<file path="config.mk">
export PLATFORM = sky130hd
export DESIGN_NAME = pcr_regs
export DESIGN_NICKNAME = d
export VERILOG_FILES = /design/src/pcr_pkg.sv /design/src/pcr_cfg_reg.sv /design/src/pcr_regs.sv
export SDC_FILE = /design/constraint.sdc
export NUM_CORES = 1
export LEC_CHECK = 0
export ABC_AREA = 1
export BUFFER_PORTS_ARGS = -buffer_cell sky130_fd_sc_hd__buf_2
export CAP_MARGIN = 20
export CORE_MARGIN = 2
export CORE_UTILIZATION = 25
export CTS_CLUSTER_SIZE = 24
export DETAILED_ROUTE_END_ITERATION = 8
export PLACE_DENSITY = 0.42
export SKIP_CTS_REPAIR_TIMING = 1
export SLEW_MARGIN = 20
export SYNTH_ARGS = -nofsm -noshare
export SYNTH_HDL_FRONTEND = slang
export SYNTH_SLANG_ARGS = --single-unit
</file>
<file path="constraint.sdc">
create_clock -name clk -period 2.5 [get_ports clk]
set_input_delay 0.5 -clock clk [delete_from_list [all_inputs] [get_ports clk]]
set_output_delay 0.5 -clock clk [all_outputs]
set_load 0.005 [all_outputs]
</file>
<file path="src/pcr_pkg.sv">
package pcr_pkg;

  // ----------------------------------------------------------------
  // Register map
  // ----------------------------------------------------------------
  localparam logic [7:0] LOOP_CONTROL_OFS = 8'h1E;
  localparam logic [7:0] REF_DIVIDER_CONFIG_OFS = 8'h1F;
  localparam logic [7:0] MONITOR_PIN_CONFIG_OFS = 8'h20;

  localparam logic [7:0] LOOP_CONTROL_RST = 8'h48;
  localparam logic [7:0] REF_DIVIDER_CONFIG_RST = 8'h01;
  localparam logic [7:0] MONITOR_PIN_CONFIG_RST = 8'h14;

  // Writable bits; every other bit is reserved and reads as zero.
  localparam logic [7:0] LOOP_CONTROL_MASK = 8'hFD;
  localparam logic [7:0] REF_DIVIDER_CONFIG_MASK = 8'h1F;
  localparam logic [7:0] MONITOR_PIN_CONFIG_MASK = 8'hFC;

  // ----------------------------------------------------------------
  // Field positions
  // ----------------------------------------------------------------
  localparam int PUMP_CURRENT_MSB = 7;
  localparam int PUMP_CURRENT_LSB = 4;
  localparam int PD_POLARITY_BIT = 3;
  localparam int PLL_POWER_DOWN_BIT = 2;
  localparam int COUNTER_HOLD_BIT = 0;
  localparam int REF_DIVIDE_MSB = 4;
  localparam int REF_DIVIDE_LSB = 0;
  localparam int SOURCE_SEL_MSB = 7;
  localparam int SOURCE_SEL_LSB = 4;
  localparam int READBACK_SEL_BIT = 3;
  localparam int LOGIC_LEVEL_BIT = 2;

  // ----------------------------------------------------------------
  // Monitor pin source codes
  // ----------------------------------------------------------------
  localparam logic [3:0] SRC_TRISTATE = 4'h0;
  localparam logic [3:0] SRC_LOCK_DETECT = 4'h1;
  localparam logic [3:0] SRC_PUMP_UP = 4'h2;
  localparam logic [3:0] SRC_PUMP_DOWN = 4'h3;
  localparam logic [3:0] SRC_HALVED_REF = 4'h4;
  localparam logic [3:0] SRC_FEEDBACK_DIV = 4'h5;
  localparam logic [3:0] SRC_VCO_TEST = 4'h6;
  localparam logic [3:0] SRC_RESERVED = 4'h7;
  localparam logic [3:0] SRC_HIGH = 4'h8;
  localparam logic [3:0] SRC_CAL_R_BAND = 4'h9;
  localparam logic [3:0] SRC_CAL_N_BAND = 4'hA;

endpackage

</file>
<file path="src/pcr_cfg_reg.sv">
`timescale 1ns/10ps
module pcr_cfg_reg #(
  parameter logic [7:0] RESET_VAL = 8'h00,
  parameter logic [7:0] WR_MASK = 8'hFF
) (
  input wire logic clk,
  input wire logic nrst,
  input wire logic wrEn,
  input wire logic [7:0] wrData,
  output logic [7:0] value
);

  logic [7:0] value_nxt;

  // Reserved bits are masked off on both write and reset.
  assign value_nxt = wrData & WR_MASK;

  always_ff @(posedge clk or negedge nrst) begin
    if (!nrst) begin
      value <= RESET_VAL & WR_MASK;
    end else if (wrEn) begin
      value <= value_nxt;
    end
  end

endmodule

</file>
<file path="src/pcr_regs.sv">
// Notes on behaviour
// - Pump current code bits 7:4, reset 4.
// - Polarity bit 3, reset 1 means positive.
// - Power-down bit 2 stops PLL blocks only.
// - Power-down never changes stored register values.
// - Counter hold bit 0 resets both dividers.
// - Reference divider five bits, reset 1.
// - Source select bits 7:4 pick monitor signal.
// - Tristate only when readback select is 0.
// - Readback select bit 3 steers readback pin.
// - Level bit 2 picks 1.8 V or 3.3 V.
`timescale 1ns/10ps
module pcr_regs (
  input wire logic clk,
  input wire logic nrst,
  input wire logic [7:0] regAddr,
  input wire logic regWrEn,
  input wire logic [7:0] regWrData,
  input wire logic regRdEn,
  input wire logic readActive,
  input wire logic readBit,
  input wire logic lockDetect,
  input wire logic pumpUp,
  input wire logic pumpDown,
  input wire logic halvedReferenceClock,
  input wire logic feedbackDivOut,
  input wire logic vcoTestOut,
  input wire logic calRBandHalf,
  input wire logic calNBandHalf,
  output logic [7:0] regRdData,
  output logic [3:0] pumpCurrentCode,
  output logic phaseDetectorPolaritySel,
  output logic pllPowerDown,
  output logic dividerCounterHold,
  output logic [4:0] refDivideValue,
  output logic testPinLogicLevel,
  output logic sdioOut,
  output logic sdioOe,
  output logic monitorOut,
  output logic monitorOe
);
  import pcr_pkg::*;

  // ----------------------------------------------------------------
  // Address decode and register storage
  // ----------------------------------------------------------------
  logic hitLoop;
  logic hitRef;
  logic hitMon;
  logic [7:0] loopReg;
  logic [7:0] refReg;
  logic [7:0] monReg;

  assign hitLoop = regAddr == LOOP_CONTROL_OFS;
  assign hitRef = regAddr == REF_DIVIDER_CONFIG_OFS;
  assign hitMon = regAddr == MONITOR_PIN_CONFIG_OFS;

  // Power-down is only a field here; nothing clears the other registers
  // on entering or leaving it, so programmed values survive.
  pcr_cfg_reg #(
    .RESET_VAL(LOOP_CONTROL_RST),
    .WR_MASK(LOOP_CONTROL_MASK)
  ) loopCtlReg (
    .clk(clk),
    .nrst(nrst),
    .wrEn(regWrEn && hitLoop),
    .wrData(regWrData),
    .value(loopReg)
  );

  pcr_cfg_reg #(
    .RESET_VAL(REF_DIVIDER_CONFIG_RST),
    .WR_MASK(REF_DIVIDER_CONFIG_MASK)
  ) refDivReg (
    .clk(clk),
    .nrst(nrst),
    .wrEn(regWrEn && hitRef),
    .wrData(regWrData),
    .value(refReg)
  );

  pcr_cfg_reg #(
    .RESET_VAL(MONITOR_PIN_CONFIG_RST),
    .WR_MASK(MONITOR_PIN_CONFIG_MASK)
  ) monPinReg (
    .clk(clk),
    .nrst(nrst),
    .wrEn(regWrEn && hitMon),
    .wrData(regWrData),
    .value(monReg)
  );

  // ----------------------------------------------------------------
  // Field decode
  // ----------------------------------------------------------------
  logic [3:0] sourceSel;
  logic readbackSel;
  logic [7:0] rdMux;

  assign sourceSel = monReg[SOURCE_SEL_MSB:SOURCE_SEL_LSB];
  assign readbackSel = monReg[READBACK_SEL_BIT];

  // Unmapped addresses read as zero.
  assign rdMux = hitLoop ? loopReg :
                 hitRef ? refReg :
                 hitMon ? monReg : 8'h00;

  // ----------------------------------------------------------------
  // Monitor pin source selection
  // ----------------------------------------------------------------
  logic srcLevel;
  logic srcDrive;

  always_comb begin
    srcLevel = 1'h0;
    srcDrive = 1'h1;
    case (sourceSel)
      SRC_TRISTATE: begin
        // High impedance only while the pin is not the readback path.
        srcDrive = readbackSel;
      end
      SRC_LOCK_DETECT: srcLevel = lockDetect;
      SRC_PUMP_UP: srcLevel = pumpUp;
      SRC_PUMP_DOWN: srcLevel = pumpDown;
      SRC_HALVED_REF: srcLevel = halvedReferenceClock;
      SRC_FEEDBACK_DIV: srcLevel = feedbackDivOut;
      SRC_VCO_TEST: srcLevel = vcoTestOut;
      SRC_RESERVED: srcLevel = 1'h0;
      SRC_HIGH: srcLevel = 1'h1;
      SRC_CAL_R_BAND: srcLevel = calRBandHalf;
      SRC_CAL_N_BAND: srcLevel = calNBandHalf;
      default: srcLevel = 1'h0;
    endcase
  end

  // ----------------------------------------------------------------
  // Readback routing
  // ----------------------------------------------------------------
  logic monitorOut_nxt;
  logic monitorOe_nxt;
  logic sdioOe_nxt;

  // While a read shifts out, the selected pin carries the data bit.
  assign sdioOe_nxt = readActive && !readbackSel;
  assign monitorOut_nxt = (readActive && readbackSel) ? readBit : srcLevel;
  assign monitorOe_nxt = (readActive && readbackSel) ? 1'h1 : srcDrive;

  // Pin outputs are registered, so they lag the sources by one cycle;
  // the pump pulses seen here are therefore sampled, not exact.
  always_ff @(posedge clk or negedge nrst) begin
    if (!nrst) begin
      regRdData <= 8'h00;
      sdioOut <= 1'h0;
      sdioOe <= 1'h0;
      monitorOut <= 1'h0;
      monitorOe <= 1'h0;
    end else begin
      if (regRdEn) begin
        regRdData <= rdMux;
      end
      sdioOut <= readBit;
      sdioOe <= sdioOe_nxt;
      monitorOut <= monitorOut_nxt;
      monitorOe <= monitorOe_nxt;
    end
  end

  // ----------------------------------------------------------------
  // Control outputs to the analog loop
  // ----------------------------------------------------------------
  always_ff @(posedge clk or negedge nrst) begin
    if (!nrst) begin
      pumpCurrentCode <= LOOP_CONTROL_RST[PUMP_CURRENT_MSB:PUMP_CURRENT_LSB];
      phaseDetectorPolaritySel <= LOOP_CONTROL_RST[PD_POLARITY_BIT];
      pllPowerDown <= LOOP_CONTROL_RST[PLL_POWER_DOWN_BIT];
      dividerCounterHold <= LOOP_CONTROL_RST[COUNTER_HOLD_BIT];
      refDivideValue <= REF_DIVIDER_CONFIG_RST[REF_DIVIDE_MSB:REF_DIVIDE_LSB];
      testPinLogicLevel <= MONITOR_PIN_CONFIG_RST[LOGIC_LEVEL_BIT];
    end else begin
      pumpCurrentCode <= loopReg[PUMP_CURRENT_MSB:PUMP_CURRENT_LSB];
      phaseDetectorPolaritySel <= loopReg[PD_POLARITY_BIT];
      pllPowerDown <= loopReg[PLL_POWER_DOWN_BIT];
      dividerCounterHold <= loopReg[COUNTER_HOLD_BIT];
      refDivideValue <= refReg[REF_DIVIDE_MSB:REF_DIVIDE_LSB];
      testPinLogicLevel <= monReg[LOGIC_LEVEL_BIT];
    end
  end

endmodule

</file>
==> metrics.md, run 1 <==
| Metric | Value |
|---|---|
| GPL Wtd Cong | `between 0.7 and 0.8` |
| CP Launch Point | `pumpCurrentCode[2]` |
| Final hold violation count | `0` |
| Most used DFF post-synth | `dfrtp_1` |
| Yosys Warn Count | `0` |
| Syn_nets | `about 220` |
| Clk sinks | `43` |
| Worst VDD drop | `~0.00014 V` |
| CP max FO | `1` |
| Clock Skew | `around 0.0035 ns` |
| Mapped Avg Cell Area | `9.89 µm²` |
| CP startpoint kind | `register` |
| Placed cells | `341` |
| Layer with the highest usage | `met2` |
| Top cells by count, synth | `nand2_1, dfrtp_1, nand3_1` |
| Count of pins over their slew limit | `0` |
| Slew headroom | `71.7%` |
| Final setup margin | `~1.1 ns` |
| Core box area | `~7300 µm²` |
| Largest stage delay, worst path | `around 0.53 ns` |
| RSZ-0062 raised after global routing | `no` |
| Area leader, netlist | `dfrtp_1` |
| Clock network power share | `about a third` |
| Met2 usage | `between 10% and 20%` |
| Clk root buf | `clkbuf_8` |
| Synth area leaders | `dfrtp_1, dfstp_2, nand2_1` |
| Static Leakage | `~1.2 nW` |
| Post-synth top area share | `around 45%` |
| Port bufs | `54` |
| Post-DP HPWL | `roughly 3200 µm` |
| Worst path depth | `1` |
| Internal power | `just under 1 mW` |
| Most common cell in the netlist | `nand2_1` |
| Worst hold path type | `input port to asynchronous set/reset pin` |
| Critical Path End Type | `output port` |
| Yosys reg bits | `43` |
| Crit Reg-Reg Startpoint | `monPinReg.value[4]` |
| Sequential fraction of the synthesis area | `about 57%` |
| Boundary pin count | `between 50 and 60` |
| Detailed-route DRC error count | `0` |
| Ant diodes | `0` |
| Clock Pin Slew Worst Setup and Hold Paths | `0.08 ns` |
| Tmin final | `~1.4 ns` |
| Number of global-route vias before repair | `approximately 1500` |
| GRT Resource Usage Total | `a little over a tenth` |
| Layout Nets | `about 280` |
| Overall die height | `between 90 and 100 µm` |
| Run status | `completed` |
| DRT iter0 DRCs | `67` |
| Fillers | `817` |
| Slowest stage cell, crit path | `dfstp_2` |
| Fin util | `a little under a third` |
| Fin Setup TNS | `0 ns` |
| Syn Inst Count | `between 150 and 200` |
| Setup Viol. Count Final | `0` |
| RR Endpoint | `monitorOut` |
| Drt via density | `between 4 and 5` |
| Req. time, crit path | `approximately 2 ns` |
| Gr ovfl total | `0` |
| WL final | `~4200 µm` |
| Synthesis-to-finish area growth | `22.6%` |
| Max cap viols | `0` |
| First-pass GRT wire length | `approximately 7000 µm` |
| Largest net degree at the start of global routing | `20` |
| CTS tree | `done` |
| Clock Latency Late Sink | `approximately 0.29 ns` |
| Worst hold-check slack | `0.128 ns` |
| WS Path Type | `register to output port` |
| Fmax | `around 0.7 GHz` |
| Final worst path period share | `roughly 57%` |
| Routed Antenna Nets | `0` |
| Total clock buffers created by CTS | `5` |
| TritonRoute pass-1 iters | `4` |
| Synth unique cells | `20` |
| Met1 Usage GRT | `between 10% and 20%` |
| Via Count | `approximately 1400` |
| Met3 Usage GRT | `around 2.7%` |
| Synthesized area | `1900 µm²` |
| Crit path max-delay family | `flip-flops` |
| CTS H-tree depth | `2` |
| Initial antenna violation count | `0` |
| Worst Max-Slew Pin Slew | `~0.42 ns` |
| Worst r2r path cells | `7` |
| Cell Rows | `31` |
| Initial Util | `26.0%` |
| Fraction of registers with async set/reset | `100%` |
| Power Density | `between 500 and 600 nW/µm²` |
| EDFF count, synth | `0` |
| Dpl ws | `roughly 0.8 ns` |
| DR WL/cell | `between 10 and 15 µm` |
| Post-Layout Cell Count | `about 350` |
| Switching fraction of total power | `26.0%` |
| Die Area | `8310 µm²` |
| Part of the power in registers | `a little under three fifths` |
| Flop-to-flop setup slack | `~1.3 ns` |
| Max clock buf depth | `2` |
| Layout cells sized above 1 | `39.2%` |
| Chip Width | `91.2 µm` |
| Comb pwr share | `10.2%` |
| Buf/Inv on CP | `1` |
| Critical Path AT | `0.92 ns` |
| CP cell instances | `buf_2` |
| Switch Pwr | `0.345 mW` |
## power groups by stage
stage	Sequential, mW	Combinational [mW]	Clock [mW]
6_report	0.758	0.136	0.434
4_1_cts	0.759	0.141	0.451
3_3_place_gp	0.773	0.140	0
3_5_place_dp	0.772	0.140	0
5_1_grt	0.764	0.156	0.479
2_1_floorplan	0.767	0.0668	0
## placed cells by master (no fill, tap or decap), drive strengths merged
cell type  instances
buf               56
nand2             53
dfrtp             34
nand3             28
inv               20
o21ai             20
nor2              16
dfstp              9
clkbuf             5
a31oi              4
clkinv             3
nand3b             1
and2               1
## cells by family after synthesis
group           synth area share, %
simple gates                   26.3
flops                          57.2
buf+inv                        7.31
compound gates                 9.16
## routing by layer
metal	part of all wire (%)	vias to the layer above
li1	-	730
met1	48	652
met3	4.0	6
met2	46	32
met4	1.9	0
met5	0	-
## per-stage QoR
step | power (mW) | cell area [µm²]
after global placement | 0.913 | 2240
after floorplan | 0.834 | 1900
after CTS | 1.35 | 2330
after global routing | 1.40 | 2330
final | 1.33 | 2330
after detailed placement | 0.912 | 2240
## worst max-delay path by stage
stage,end,slack (ns)
floorplan,loopCtlReg.value[5],1.20
global placement,monPinReg.value[6],0.79
detailed placement,loopCtlReg.value[5],0.79
CTS,refDivideValue[0],1.07
global route,monPinReg.value[5],1.01
finish,pumpCurrentCode[2],1.08
## cell type report
| type | instances | area (µm²) | share of cell area [%] |
|---|---|---|---|
| inverter | 20 | 75.1 | 3.22 |
| tap | 99 | 124 | 5.32 |
| sequential | 43 | 1090 | 46.7 |
| multi-input combinational | 123 | 673 | 28.9 |
| timing repair buffer | 56 | 285 | 12.3 |
| clock inverter | 3 | 15.0 | 0.645 |
| clock buffer | 5 | 68.8 | 2.96 |
## state kept, by name, indices dropped and copies added, names as in the netlist
name	flops
refDivReg.value	5
monitorOe	1
monitorOut	1
phaseDetectorPolaritySel	1
sdioOe	1
dividerCounterHold	1
pllPowerDown	1
loopCtlReg.value	7
refDivideValue	5
sdioOut	1
regRdData	8
pumpCurrentCode	4
monPinReg.value	6
testPinLogicLevel	1
## worst register-to-register path: stages, from the launching register on
cell and delay (ns):
dfstp_2 0.60, inv_1 0.10, nand3_1 0.07, nand2_1 0.06
nand2_1 0.05, nand2_1 0.05, o21ai_1 0.12, nand2_1 0.05
No activity file was read; power rests on OpenSTA's default activity.
==> run 2: changes to the inputs <==
PLACE_DENSITY = 0.44   (was 0.42)
clock period = 1.17 ns   (was 2.5 ns; I/O delays follow)
==> metrics.md, run 2 (synthesis results as in run 1) <==
| Metric | Value |
|---|---|
| Post-DP HPWL | `3330 µm (+5.2%)` |
| Count of pins over their slew limit | `0 (unchanged)` |
| Ant diodes | `0 (unchanged)` |
| Layout cells sized above 1 | `41.8% (+2.6 points)` |
| Layout Nets | `290 (+3.9%)` |
| Worst hold path type | `input port to register` |
| Uppermost layer routed | `met4` |
| Biggest regs | `regRdData x8, loopCtlReg.value x7, monPinReg.value x6` |
| Setup Viol. Count Final | `0 (unchanged)` |
| Clock Latency Late Sink | `0.29 ns (about the same)` |
| Initial Util | `26.0% (unchanged)` |
| Commonest non-fill, non-tap cell in the layout | `buf_2` |
| Total clock buffers created by CTS | `5 (unchanged)` |
| Critical Path End Type | `output port` |
| Chip Width | `91.2 µm (unchanged)` |
| Fin util | `33.5% (+1.6 points)` |
| Die Area | `8310 µm² (unchanged)` |
| Crit path max-delay family | `flip-flops` |
| CP startpoint kind | `register` |
| Largest net degree at the start of global routing | `44 (+120%)` |
| Slew headroom | `82.0% (+10 points)` |
| Clock Pin Slew Worst Setup and Hold Paths | `0.08 ns (about the same)` |
| Routed Antenna Nets | `0 (unchanged)` |
| Dpl ws | `-0.0298 ns (-0.819 ns)` |
| Max cap viols | `0 (unchanged)` |
| RSZ-0062 raised after global routing | `yes` |
| Max clock buf depth | `2 (unchanged)` |
| Worst Max-Slew Pin Slew | `0.270 ns (-0.154 ns)` |
| Gr ovfl total | `0 (unchanged)` |
| Boundary pin count | `55 (unchanged)` |
| Overall die height | `91.2 µm (unchanged)` |
| Final setup margin | `0.0179 ns (-1.06 ns)` |
| CP max FO | `1 (unchanged)` |
| Max reg flops | `8 (unchanged)` |
| WL met1 | `1950 µm (-3.9%)` |
| Power Density | `1160 nW/µm² (+100%)` |
| Clk root buf | `clkbuf_8` |
| DR WL/cell | `12.0 µm (-0.28%)` |
| Detailed-route DRC error count | `0 (unchanged)` |
| Drt via density | `4.05 (-0.53%)` |
| WL final | `4320 µm (+2.9%)` |
| Clock Skew | `0.00721 ns (+0.00369 ns)` |
| Most frequent cells in the layout | `buf_2, nand2_1, dfrtp_1` |
| TritonRoute pass-1 iters | `4 (unchanged)` |
| Slowest stage cell, crit path | `dfstp_2` |
| WS Path Type | `register to output port` |
| Worst VDD drop | `0.000379 V (+170%)` |
| GPL Wtd Cong | `0.768 (+0.33%)` |
| CTS tree | `done` |
| Cell Rows | `31 (unchanged)` |
| Fmax | `between 0.8 and 0.9 GHz` |
| Port bufs | `54 (unchanged)` |
| CP cell instances | `buf_2` |
| Largest stage delay, worst path | `0.53 ns (about the same)` |
| CTS H-tree depth | `2 (unchanged)` |
| Run status | `completed` |
| Critical Path AT | `0.92 ns (about the same)` |
| Clk sinks | `43 (unchanged)` |
| Initial antenna violation count | `0 (unchanged)` |
| Biggest register | `regRdData` |
| Core box area | `7290 µm² (unchanged)` |
| Final worst path period share | `between 90 and 100%` |
| DRT iter0 DRCs | `65 (-3.0%)` |
| WL met2 | `2120 µm (+10%)` |
| First-pass GRT wire length | `7200 µm (+1.8%)` |
| Synthesis-to-finish area growth | `28.7%` |
| Via Count | `1457 (+2.6%)` |
| WL met3 | `195 µm (+17%)` |
| GRT Resource Usage Total | `11.0% (+0.14 points)` |
| Final hold violation count | `0 (unchanged)` |
| Number of global-route vias before repair | `1467 (+0.62%)` |
| Tmin final | `around 1.2 ns` |
| Total power draw | `2.84 mW (+110%)` |
| Req. time, crit path | `0.94 ns (-1.06 ns)` |
| Static Leakage | `1.26 nW (+5.0%)` |
| Buf/Inv on CP | `1 (unchanged)` |
run 2: area by class of cell:
type,count,area [µm²]
repair buffers,67,395
clock buffers,7,76.3
inverters,20,75.1
well taps,99,124
clock inverters,1,5.00
fillers,795,4850
flip-flops and latches,43,1090
multi-input cells,123,681
run 2: final timing paths:
path,startpoint,endpoint,slack [ns],depth (start not counted)
worst min register to register,monPinReg.value[2],testPinLogicLevel,0.39,0
max in group asynchronous,nrst,loopCtlReg.value[6],0.45,3
min in group asynchronous,nrst,regRdData[1],0.44,3
worst max register to register,monPinReg.value[4],monitorOut,0.02,7
worst min-delay path,readBit,sdioOut,0.07,1
worst max-delay path,pumpCurrentCode[2],pumpCurrentCode[2],0.02,1
run 2: metal layers:
layer	global-route usage [%]	vias up
met5	0	-
met3	2.90	6
met1	14.1	671
li1	-	749
met4	3.28	0
met2	18.1	31
run 2: worst reg2reg max path, stage by stage (launching register included):
cell	delay (ns)
dfstp_2	0.59
inv_2	0.07
buf_4	0.13
nor2_1	0.08
nand2_1	0.06
nand2_1	0.06
o21ai_1	0.06
nand2_1	0.06
run 2: power by group:
part	switching (mW)	leakage (nW)	internal (mW)
registers	0.0476	0.552	1.57
clock network	0.488	0.0422	0.419
logic	0.177	0.670	0.139
run 2: per-stage QoR:
step                      cell area (µm²)  setup TNS (ns)  std cells  hold WS [ns]
after floorplan                      1900               0        192       -0.0616
after global placement               2340          -0.138        351         0.230
after detailed placement             2340          -0.234        351         0.231
after CTS                            2430         -0.0174        359       -0.0910
after global routing                 2440         -0.0940        360        0.0632
final                                2440               0        360        0.0679
==> run 3: changes to the inputs <==
CORE_ASPECT_RATIO = 0.9   (was default)
==> metrics.md, run 3 (synthesis results as in run 1) <==
| Metric | Value |
|---|---|
| Run status | `completed` |
| Core box area | `7470 µm² (+2.4%)` |
| Final Instance Area | `2450 µm² (+0.36%)` |
| GPL Wtd Cong | `0.677 (-12%)` |
| Layout cells sized above 1 | `41.8% (unchanged)` |
| Flop-to-flop setup slack | `0.02 ns (about the same)` |
| Dpl ws | `-0.0335 ns (-0.00372 ns)` |
| WL final | `4340 µm (+0.42%)` |
| Cell Rows | `30 (-3.2%)` |
| Layout Nets | `290 (unchanged)` |
| Largest stage delay, worst path | `0.58 ns (+0.05 ns)` |
| Clk root buf | `clkbuf_8` |
| First-pass GRT wire length | `7130 µm (-0.86%)` |
| Overall die height | `86.7 µm (-4.9%)` |
| Switch Pwr | `0.752 mW (+5.5%)` |
| Biggest regs | `regRdData x8, loopCtlReg.value x7, monPinReg.value x6` |
| Clock network power share | `32.7% (+0.8 points)` |
| Final setup margin | `0.0165 ns (-0.00136 ns)` |
| Req. time, crit path | `1.36 ns (+0.42 ns)` |
| Worst Max-Slew Pin Slew | `0.269 ns (-0.00112 ns)` |
| Synthesis-to-finish area growth | `29.1%` |
| Port bufs | `54 (unchanged)` |
| Largest net degree at the start of global routing | `35 (-20%)` |
| Gr ovfl total | `0 (unchanged)` |
| Buf/Inv on CP | `1 (unchanged)` |
| CP cell instances | `inv_2, nand3_1, nand2_1, nand2_1, nand2_1, o21ai_1, nand2_1` |
| Final hold violation count | `0 (unchanged)` |
| Critical Path End Type | `register` |
| CP max FO | `5 (+4)` |
| Drt via density | `4.02 (-0.61%)` |
| Total power draw | `2.88 mW (+1.4%)` |
| Slowest stage cell, crit path | `dfstp_2` |
| Most frequent CP cell | `nand2_1` |
| Critical path capture point | `monitorOut` |
| Static Leakage | `1.26 nW (about the same)` |
| CP startpoint kind | `register` |
| Clk sinks | `43 (unchanged)` |
| Setup Viol. Count Final | `0 (unchanged)` |
| Clock Pin Slew Worst Setup and Hold Paths | `0.08 ns (about the same)` |
| RR Endpoint | `monitorOut` |
| Max clock buf depth | `2 (unchanged)` |
| DR WL/cell | `12.1 µm (+1.3%)` |
| Worst r2r path cells | `7 (unchanged)` |
| CTS tree | `done` |
| Placement-stage cell area | `2340 µm² (-0.16%)` |
| Chip Width | `95.9 µm (+5.2%)` |
| Critical Path AT | `1.34 ns (+0.42 ns)` |
| Worst VDD drop | `0.000374 V (-1.2%)` |
| Initial Util | `25.4% (-0.62 points)` |
| Via Count | `1436 (-1.4%)` |
| Post-DP HPWL | `3310 µm (-0.36%)` |
| Max cap viols | `0 (unchanged)` |
| Routed Antenna Nets | `0 (unchanged)` |
| Worst hold path type | `input port to register` |
| Detailed-route DRC error count | `0 (unchanged)` |
| Max reg flops | `8 (unchanged)` |
| Crit Reg-Reg Startpoint | `monPinReg.value[4]` |
| Final worst path period share | `98.6% (+0.12 points)` |
| Part of the power in registers | `56.2% (-0.7 points)` |
| DRT iter0 DRCs | `88 (+35%)` |
| CP Launch Point | `monPinReg.value[4]` |
| Power Density | `1180 nW/µm² (+1.0%)` |
| Fin Setup TNS | `0 ns (unchanged)` |
| GRT Resource Usage Total | `11.5% (+0.48 points)` |
| Most frequent cells in the layout | `buf_2, nand2_1, dfrtp_1` |
| Fmax | `0.867 GHz (-0.12%)` |
| Biggest register | `regRdData` |
| Count of pins over their slew limit | `0 (unchanged)` |
| CTS H-tree depth | `2 (unchanged)` |
| TritonRoute pass-1 iters | `4 (unchanged)` |
| Switching fraction of total power | `26.1% (+1.0 points)` |
| Number of global-route vias before repair | `1457 (-0.68%)` |
| WS Path Type | `register to register` |
| Total clock buffers created by CTS | `5 (unchanged)` |
| Initial antenna violation count | `0 (unchanged)` |
| Ant diodes | `0 (unchanged)` |
| Commonest non-fill, non-tap cell in the layout | `buf_2` |
| Worst path depth | `7 (+6)` |
| Internal power | `2.13 mW (about the same)` |
| Comb pwr share | `11.1% (about the same)` |
| Slew headroom | `82.1% (about the same)` |
| Crit path max-delay family | `flip-flops` |
| Fin util | `32.8% (-0.68 points)` |
| Die Area | `8310 µm² (about the same)` |
| RSZ-0062 raised after global routing | `yes` |
| Boundary pin count | `55 (unchanged)` |
| Clock Skew | `0.00333 ns (-0.00388 ns)` |
| Tmin final | `1.15 ns (+0.00136 ns)` |
| Clock Latency Late Sink | `0.29 ns (about the same)` |
==> run 3: cell count changes in the layout (fill, tap and decap cells not counted) <==
cell | previous run | this run
nand3_1 | 23 | 24
buf_6 | 0 | 2
clkbuf_1 | 2 | 0
nand2_2 | 3 | 2
nand3_2 | 3 | 2
clkinvlp_4 | 0 | 2
nand2_1 | 49 | 50
buf_2 | 54 | 52
==> run 3: worst min-delay path by stage <==
stage / to / cells past startpoint / start
6_report: sdioOut / 1 / readBit
5_1_grt: sdioOut / 1 / readBit
4_1_cts: pumpCurrentCode[0] / 1 / nrst
3_5_place_dp: pllPowerDown / 1 / nrst
3_3_place_gp: pllPowerDown / 1 / nrst
2_1_floorplan: dividerCounterHold / 0 / nrst
==> run 3: final cells by class <==
type	count	area (µm²)
Timing Repair Buffer	67	408
Inverter	20	75.1
Tap cell	96	120
Multi-Input combinational cell	123	673
Fill cell	802	5020
Clock buffer	5	68.8
Clock inverter	3	20.0
Sequential cell	43	1090
==> run 3: stage by stage <==
stage	hold slack, ns	cells
5_1_grt	0.0429	357
4_1_cts	-0.203	356
6_report	0.0577	357
2_1_floorplan	-0.0616	192
3_3_place_gp	0.124	348
3_5_place_dp	0.128	348
==> run 3: metal layers <==
layer  wire length, µm  track usage, %
met5                 0               0
met3               202            3.39
met1              2220            16.2
met2              1880            16.8
met4                37            3.64
==> run 3: power groups by stage <==
| stage | clock network, mW | logic, mW | registers, mW |
|---|---|---|---|
| 4_1_cts | 0.982 | 0.324 | 1.62 |
| 2_1_floorplan | 0 | 0.143 | 1.64 |
| 5_1_grt | 1.04 | 0.368 | 1.63 |
| 6_report | 0.942 | 0.321 | 1.62 |
| 3_3_place_gp | 0 | 0.321 | 1.65 |
| 3_5_place_dp | 0 | 0.324 | 1.65 |
